### src/rtl/rec_pkg.sv
package rec_pkg;

  // Register indices and byte addresses; indices are not word aligned
  localparam logic [7:0]  REC_IDX_REG_CFG  = 8'h0b;  // Regulator config index
  localparam logic [7:0]  REC_IDX_SW_CFG   = 8'h0c;  // Load switch config index
  localparam logic [11:0] REC_ADDR_REG_CFG = 12'h02c; // Index times four
  localparam logic [11:0] REC_ADDR_SW_CFG  = 12'h030; // Index times four

  // Field positions
  localparam int REC_SEQ_LSB   = 5;  // Sequence code, bits 7..5
  localparam int REC_PDSC_BIT  = 4;  // Passive discharge
  localparam int REC_ADSC_BIT  = 3;  // Active discharge
  localparam int REC_EN_LSB    = 1;  // Enable select, bits 2..1
  localparam int REC_MODE_BIT  = 0;  // Regulator switch mode
  localparam int REC_SOFT_BIT  = 0;  // Switch gentle start

  // Reset values of writable fields
  localparam logic [1:0] REC_EN_RST   = 2'h0;
  localparam logic       REC_BIT_RST  = 1'b0;

  // Sequence codes
  localparam logic [2:0] REC_SEQ_OFF0  = 3'h0;
  localparam logic [2:0] REC_SEQ_ON    = 3'h1;
  localparam logic [2:0] REC_SEQ_P0    = 3'h2;
  localparam logic [2:0] REC_SEQ_P25   = 3'h3;
  localparam logic [2:0] REC_SEQ_P50   = 3'h4;
  localparam logic [2:0] REC_SEQ_OFF5  = 3'h5;
  localparam logic [2:0] REC_SEQ_PIN   = 3'h6;
  localparam logic [2:0] REC_SEQ_REG   = 3'h7;

  // Enable select codes
  localparam logic [1:0] REC_EN_OFF = 2'h0;
  localparam logic [1:0] REC_EN_ON  = 2'h1;
  localparam logic [1:0] REC_EN_PIN = 2'h2;

  // Gentle start window: 60 ms at 50 MHz
  localparam int          REC_CLK_HZ      = 50_000_000;
  localparam int          REC_SOFT_MS     = 60;
  localparam int          REC_SOFT_CYCLES = (REC_CLK_HZ / 1000) * REC_SOFT_MS;
  localparam int          REC_SOFT_W      = 22;

  // Boot progress from the sequencer
  typedef struct packed {
    logic at_0;    // Boot delay started
    logic at_25;   // 25 percent reached
    logic at_50;   // 50 percent reached
    logic at_100;  // Boot delay complete
  } rec_boot_t;

  // Resolved per-rail controls
  typedef struct packed {
    logic enable;       // Rail on
    logic passive_dsc;  // Passive discharge engaged
    logic active_dsc;   // Active pull-down engaged
  } rec_rail_t;

endpackage : rec_pkg

### src/rtl/rec_resolve.sv
`timescale 1ns/1ps
`default_nettype none
// Resolves one rail's enable from its sequence code
module rec_resolve
  import rec_pkg::*;
(
  // Configuration
  input  wire logic [2:0] seq_code,
  input  wire logic [1:0] enable_select,
  // Conditions
  input  wire rec_boot_t  boot,
  input  wire logic       enable_pin,
  input  wire logic       control_pin,
  // Result
  output logic            rail_on
);

  // Register-controlled enable, valid only for code 111
  wire reg_on = (enable_select == REC_EN_ON) ||
                ((enable_select == REC_EN_PIN) && control_pin);

  // Sequence decode
  always_comb begin
    case (seq_code)
      REC_SEQ_OFF0: rail_on = 1'b0;
      REC_SEQ_ON:   rail_on = 1'b1;
      REC_SEQ_P0:   rail_on = boot.at_0;
      REC_SEQ_P25:  rail_on = boot.at_25;
      REC_SEQ_P50:  rail_on = boot.at_50;
      REC_SEQ_OFF5: rail_on = 1'b0;
      REC_SEQ_PIN:  rail_on = enable_pin;
      REC_SEQ_REG:  rail_on = boot.at_100 && reg_on;
      default:      rail_on = 1'b0;
    endcase
  end

endmodule : rec_resolve
`default_nettype wire

### src/rtl/rec_rail_enable_config.sv
`timescale 1ns/1ps
`default_nettype none
module rec_rail_enable_config
  import rec_pkg::*;
#(
  parameter int SOFT_CYCLES = REC_SOFT_CYCLES  // Shorten for simulation
)(
  // Clock and reset
  input  wire logic        pclk,
  input  wire logic        presetn,
  // APB slave
  input  wire logic        psel,
  input  wire logic        penable,
  input  wire logic        pwrite,
  input  wire logic [11:0] paddr,
  input  wire logic [31:0] pwdata,
  output logic             pready,
  output logic             pslverr,
  output logic [31:0]      prdata,
  // Sequence straps (static, fused)
  input  wire logic [2:0]  regulator_sequence_code,
  input  wire logic [2:0]  switch_sequence_code,
  // Boot sequencer progress (same clock)
  input  wire rec_boot_t   boot_progress,
  // Off or hard-reset entry pulse (same clock)
  input  wire logic        off_entry,
  // Pins
  input  wire logic        regulator_enable_pin,
  input  wire logic        load_switch_enable_pin,
  input  wire logic        multi_purpose_control_pin,
  // Analog controls
  output rec_rail_t        regulator_ctl,
  output logic             regulator_switch_mode,
  output rec_rail_t        switch_ctl,
  output logic             switch_current_limit
);

  // Register fields
  logic       reg_pdsc_q;       // Passive discharge bit
  logic       reg_adsc_q;       // Active discharge bit
  logic [1:0] reg_en_q;         // Regulator enable select
  logic       reg_mode_q;       // Regulator switch mode
  logic [1:0] sw_en_q;          // Switch enable select
  logic       sw_soft_q;        // Switch gentle start
  // Pin synchronisers
  logic [2:0] pin_s1_q;         // First stage, read only by second
  logic [2:0] pin_s2_q;         // Second stage
  // Straps registered every cycle after reset release
  logic [2:0] reg_seq_q;
  logic [2:0] sw_seq_q;
  // Rail state
  logic       reg_on_q;
  logic       sw_on_q;
  logic [REC_SOFT_W-1:0] soft_cnt_q;
  logic       off_q;            // Discharge on off entry held one cycle

  // Address decode
  wire hit_reg  = (paddr == REC_ADDR_REG_CFG);
  wire hit_sw   = (paddr == REC_ADDR_SW_CFG);
  wire access   = psel && penable;
  wire wr_reg   = access && pwrite && hit_reg;
  wire wr_sw    = access && pwrite && hit_sw;

  // Read views; sequence fields are read-only
  wire [7:0] reg_view = {reg_seq_q, reg_pdsc_q, reg_adsc_q, reg_en_q, reg_mode_q};
  wire [7:0] sw_view  = {sw_seq_q, 2'b00, sw_en_q, sw_soft_q};

  // Zero-wait slave; unmapped address errors
  assign pready  = 1'b1;
  assign pslverr = access && !(hit_reg || hit_sw);

  // Read data register
  always_ff @(posedge pclk or negedge presetn) begin
    if (!presetn) begin
      prdata <= 32'h0000_0000;
    end else if (psel && !penable && !pwrite) begin
      prdata <= hit_reg ? {24'h00_0000, reg_view} :
                hit_sw  ? {24'h00_0000, sw_view} : 32'h0000_0000;
    end
  end

  // Writable fields; sequence bits ignored on write
  always_ff @(posedge pclk or negedge presetn) begin
    if (!presetn) begin
      reg_pdsc_q <= REC_BIT_RST;
      reg_adsc_q <= REC_BIT_RST;
      reg_en_q   <= REC_EN_RST;
      reg_mode_q <= REC_BIT_RST;
      sw_en_q    <= REC_EN_RST;
      sw_soft_q  <= REC_BIT_RST;
    end else begin
      if (wr_reg) begin
        reg_pdsc_q <= pwdata[REC_PDSC_BIT];
        reg_adsc_q <= pwdata[REC_ADSC_BIT];
        reg_en_q   <= pwdata[REC_EN_LSB +: 2];
        reg_mode_q <= pwdata[REC_MODE_BIT];
      end
      if (wr_sw) begin
        sw_en_q   <= pwdata[REC_EN_LSB +: 2];
        sw_soft_q <= pwdata[REC_SOFT_BIT];
      end
    end
  end

  // Pin synchronisers and strap capture
  always_ff @(posedge pclk or negedge presetn) begin
    if (!presetn) begin
      pin_s1_q  <= 3'h0;
      pin_s2_q  <= 3'h0;
      reg_seq_q <= REC_SEQ_OFF0;
      sw_seq_q  <= REC_SEQ_OFF0;
    end else begin
      pin_s1_q  <= {multi_purpose_control_pin, load_switch_enable_pin, regulator_enable_pin};
      pin_s2_q  <= pin_s1_q;
      reg_seq_q <= regulator_sequence_code;
      sw_seq_q  <= switch_sequence_code;
    end
  end

  // Resolved enables
  logic reg_on_d;
  logic sw_on_d;

  rec_resolve u_reg_resolve (
    .seq_code      (reg_seq_q),
    .enable_select (reg_en_q),
    .boot          (boot_progress),
    .enable_pin    (pin_s2_q[0]),
    .control_pin   (pin_s2_q[2]),
    .rail_on       (reg_on_d)
  );

  rec_resolve u_sw_resolve (
    .seq_code      (sw_seq_q),
    .enable_select (sw_en_q),
    .boot          (boot_progress),
    .enable_pin    (pin_s2_q[1]),
    .control_pin   (pin_s2_q[2]),
    .rail_on       (sw_on_d)
  );

  // Gentle start window restarts at each switch rising enable
  wire sw_rise = sw_on_d && !sw_on_q;

  always_ff @(posedge pclk or negedge presetn) begin
    if (!presetn) begin
      reg_on_q   <= 1'b0;
      sw_on_q    <= 1'b0;
      off_q      <= 1'b0;
      soft_cnt_q <= '0;
    end else begin
      reg_on_q <= reg_on_d;
      sw_on_q  <= sw_on_d;
      off_q    <= off_entry;
      if (sw_rise && sw_soft_q) begin
        soft_cnt_q <= REC_SOFT_W'(SOFT_CYCLES);
      end else if (soft_cnt_q != '0) begin
        soft_cnt_q <= soft_cnt_q - 1'b1;
      end
    end
  end

  // Discharge bits act only when the regulator is off; off entry always discharges
  wire reg_dsc_base = off_q;
  assign regulator_ctl.enable      = reg_on_q;
  assign regulator_ctl.passive_dsc = reg_dsc_base || (reg_pdsc_q && !reg_on_q);
  assign regulator_ctl.active_dsc  = reg_dsc_base || (reg_adsc_q && !reg_on_q);
  // Load-switch mode: analog side drives FET fully from enable
  assign regulator_switch_mode     = reg_mode_q;
  assign switch_ctl.enable         = sw_on_q;
  assign switch_ctl.passive_dsc    = 1'b0;
  assign switch_ctl.active_dsc     = 1'b0;
  // Limit current while window counts and switch is on
  assign switch_current_limit      = sw_on_q && (soft_cnt_q != '0);

  // Sequence code 111 needs completed boot before register enable
  seq_reg_boot_a: assert property (@(posedge pclk) disable iff (!presetn)
    (reg_seq_q == REC_SEQ_REG && !boot_progress.at_100) |=> !reg_on_q)
    else $error("regulator enabled before boot completed");

  // Codes 000 and 101 keep the regulator off
  seq_off_a: assert property (@(posedge pclk) disable iff (!presetn)
    (reg_seq_q == REC_SEQ_OFF0 || reg_seq_q == REC_SEQ_OFF5) |=> !reg_on_q)
    else $error("regulator on under disabled code");

  // Code 001 keeps the switch on
  sw_always_a: assert property (@(posedge pclk) disable iff (!presetn)
    (sw_seq_q == REC_SEQ_ON) |=> sw_on_q)
    else $error("switch off under always-on code");

  // Code 010 follows boot start
  seq_p0_a: assert property (@(posedge pclk) disable iff (!presetn)
    (reg_seq_q == REC_SEQ_P0) |=> (reg_on_q == $past(boot_progress.at_0)))
    else $error("regulator not tracking boot start");

  // Register enable 01 turns regulator on after boot under 111
  reg_en_a: assert property (@(posedge pclk) disable iff (!presetn)
    (reg_seq_q == REC_SEQ_REG && boot_progress.at_100 && reg_en_q == REC_EN_ON) |=> reg_on_q)
    else $error("register enable ignored");

  // Switch enable 00 under 111 keeps it off
  sw_en_a: assert property (@(posedge pclk) disable iff (!presetn)
    (sw_seq_q == REC_SEQ_REG && sw_en_q == REC_EN_OFF) |=> !sw_on_q)
    else $error("switch on while disabled");

  // Passive discharge with its bit set and the rail off, or one cycle after off entry
  pas_dsc_a: assert property (@(posedge pclk) disable iff (!presetn)
    ((reg_pdsc_q && !regulator_ctl.enable) || ($past(off_entry) && $past(presetn)))
      |-> regulator_ctl.passive_dsc)
    else $error("passive discharge missing");

  // Active discharge never while rail on outside off entry
  act_dsc_a: assert property (@(posedge pclk) disable iff (!presetn)
    (reg_on_q && !off_q) |-> !regulator_ctl.active_dsc)
    else $error("active discharge while enabled");

  // Gentle start sets the limit the cycle after enable and keeps it one more cycle while the switch stays on
  soft_start_a: assert property (@(posedge pclk) disable iff (!presetn)
    (sw_rise && sw_soft_q && sw_on_d) |=>
      switch_current_limit ##1 (switch_current_limit || !switch_ctl.enable))
    else $error("current limit not applied");

  // Mode output follows its register bit
  mode_bit_a: assert property (@(posedge pclk) disable iff (!presetn)
    wr_reg |=> (regulator_switch_mode == $past(pwdata[REC_MODE_BIT])))
    else $error("mode bit not applied");

endmodule : rec_rail_enable_config
`default_nettype wire

### config.mk
export PLATFORM = sky130hd
export DESIGN_NAME = rec_rail_enable_config
export DESIGN_NICKNAME = d
export VERILOG_FILES = /design/src/rtl/rec_pkg.sv /design/src/rtl/rec_resolve.sv /design/src/rtl/rec_rail_enable_config.sv
export SDC_FILE = /design/constraint.sdc
export NUM_CORES = 1
export LEC_CHECK = 0
export BUFFER_PORTS_ARGS = -buffer_cell sky130_fd_sc_hd__buf_4
export CORE_MARGIN = 10
export CORE_UTILIZATION = 44
export CTS_CLUSTER_DIAMETER = 30
export DETAILED_ROUTE_END_ITERATION = 10
export PLACE_DENSITY = 0.85
export SLEW_MARGIN = 10
export SYNTH_ARGS = -nofsm -noshare
export SYNTH_HDL_FRONTEND = slang
export SYNTH_SLANG_ARGS = --single-unit
### constraint.sdc
create_clock -name pclk -period 2.29 [get_ports pclk]
set_clock_uncertainty 0.05 [all_clocks]
set_input_delay 0.229 -clock pclk [delete_from_list [all_inputs] [get_ports pclk]]
set_output_delay 0.229 -clock pclk [all_outputs]
set_load 0.005 [all_outputs]
==> out/metrics.yaml <==
port_buffers: 50
slew_violations: 0
dieArea_um2: 9650
syn_inst: 273
cts.sinks: 53
cts_tree: "done"
startpoint_type: "flop"
cap_violations: 0
crit_fanout: 3
clk_root_buffer_cell: "clkbuf_8"
route.detailed.drc: 0
hold_path_startpoint: "pwdata[4]"
path_clk_slew_ps: 100
via_count: 2324
outcome: "finished with violations"
fill_cells: 516
start_util: 0.455
first_pass_iters: 4
leakage_nw: 1.47
postRouteAntennaNets: 0
met2_length_mm: 3.48
gp_congestion: 0.852
grt.overflow.total: 0
placed_cell_area_um2: 3180
clock.fmax_mhz: 392
totalWireLength_mm: 6.62
netlist-cell-type-count: 42
diodes: 0
ys.warnings.count: 0
hold_depth: 2
avgViaCountPerCell: 5.35
final_cell_mix: "75 x buf_4, 53 x dfrtp_1, 29 x nor2_1"
syn-mean-instance-area_um2: 9.86
path_class: "reg2out"
fin_area_um2: 3490
ys_seq_elements: 53
wire_per_inst_um: 15.2
reg2reg_from: "soft_cnt_q[12]"
layout.nets: 423
core_um2: 5920
top_layer_used: "met4"
drt-met1-wl_mm: 2.61
async_reset_ff_frac: 1.00
seq_area_frac_synth: 0.493
dieWidth_um: 98.2
post-route-period-util: 1.11
grt_usage: 0.137
place_ws_ps: 16.1
slew_headroom: 0.575
grt_setup_unrepaired: "yes"
max_slew.worst_pin.slew_ps: 637
critPathRequiredTime_ps: 2010
grt_pass1_wl_mm: 11.2
dr_wl_met3_um: 432
cts_buffers: 5
fin_crit_ps: 2550
layout-drive-gt1-share: 0.306
power.density_nw_per_um2: 551
violations: "negative setup slack"
cts_max_path_buffers: 2
crit_start: "soft_cnt_q[12]"
grt_pass1_vias: 2339
antenna_found_initial: 0
timing.final.ws_setup_ps: -259
min_path_type: "in2reg"
syn_to_final_growth_pct: 29.6
final_common_cell: "buf_4"
fp.dieH_um: 98.2
synth_ff_type: "dfrtp_1"
core.rowCount: 28
io_pins: 105
synth_edf_count: 0
htree_levels: 2
hold_viol: 0
setup_viol: 3
synth_area_um2: 2690
hold_ws_ps: 95.0
r2r_cells: 7
grt_max_degree: 54
clk_latency_ps: 310
first_iter_violations: 190
irDropWorstVdd_uv: 381
end_kind: "output pin"
hpwl_mm: 4.85
crit_arrival_ps: 2270
finalPower_mw: 1.92
flip-flops by register name, indices dropped and copies added (netlist names), 2 cells and up:
name        flops
reg_en_q        2
sw_en_q         2
prdata          8
pin_s1_q        3
pin_s2_q        3
soft_cnt_q     22
reg_seq_q       3
sw_seq_q        3
critical path, stage by stage (launching register included):
cell and delay, ps:
dfrtp_1 390, or4_4 550, or4_4 540, or2_4 250, and2_4 140, buf_6 110
per-stage QoR:
| step | setup TNS (ps) | std cells | util |
|---|---|---|---|
| after CTS | -289 | 431 | 0.575 |
| after floorplan | 0 | 298 | - |
| after global placement | 0 | 410 | 0.537 |
| after detailed placement | 0 | 410 | 0.537 |
| final | -322 | 434 | 0.589 |
| after global routing | -644 | 434 | 0.589 |
routing by layer:
layer | vias up | track usage
met5 | - | 0
met3 | 9 | 0.0395
li1 | 1076 | -
met2 | 74 | 0.232
met4 | 0 | 0.0507
met1 | 1165 | 0.159
worst paths after layout:
| path | slack [ps] | endpoint |
|---|---|---|
| min in group asynchronous | 440 | reg_seq_q[0] |
| worst max register to register | -40 | soft_cnt_q[7] |
| max in group asynchronous | 1320 | soft_cnt_q[10] |
| worst min register to register | 310 | pin_s2_q[1] |
| worst min-delay path | 90 | reg_pdsc_q |
| worst max-delay path | -260 | switch_current_limit |
logic make-up (layout without fill, tap and decap cells):
| family | after synthesis | after routing | synth area share |
|---|---|---|---|
| muxes | 10 | 10 | 0.0409 |
| AOI/OAI and AO/OA | 42 | 42 | 0.0972 |
| and+or+nand+nor | 111 | 111 | 0.221 |
| xor gates and xnor gates | 11 | 11 | 0.0358 |
| buffers and inverters | 42 | 103 | 0.100 |
| adders and majority gates | 2 | 2 | 0.00930 |
| DFF | 53 | 53 | 0.493 |
| other | 2 | 27 | 0.00279 |
synthesized netlist by cell type, drive strengths merged (4+ instances only):
cell type  number  area share
or4b            4       0.015
nand2b          4      0.0093
nor3           14       0.028
nor4            9       0.021
o21ai           8       0.015
xnor2           8       0.026
nand4           5       0.012
a22oi           6       0.017
dfrtp          53        0.49
nor2           29       0.040
mux2            8       0.033
nand2          19       0.026
buf            31       0.085
nand3          10       0.019
a21oi          17       0.032
a211oi          4       0.013
nor3b           5       0.014
inv             7      0.0098
clkbuf          4      0.0056
where the power goes:
group	leakage [nW]	internal, mW	switching (mW)	total [mW]
Clock	0.0447	0.221	0.326	0.547
Sequential	0.598	1.01	0.0863	1.10
Combinational	0.831	0.147	0.130	0.278
Total	1.47	1.38	0.542	1.92
what timing repair did:
action                                 4_1_cts  5_1_grt
buffers inserted                             2        3
gates resized for setup                      3       11
setup endpoints to repair                    1        6
endpoints found under the hold margin       63        0
pin swaps                                    3        5
hold buffers                                11        0
layout make-up:
cell class	count	area, um2	area share
repair buffers	88	696	0.199
clock buffers	5	68.8	0.0197
multi-input cells	203	1250	0.359
inverters	7	26.3	0.00753
well taps	75	93.8	0.0269
flip-flops and latches	53	1330	0.380
clock inverters	3	25.0	0.00717
Note: power is estimated with default switching activity, not from simulation.
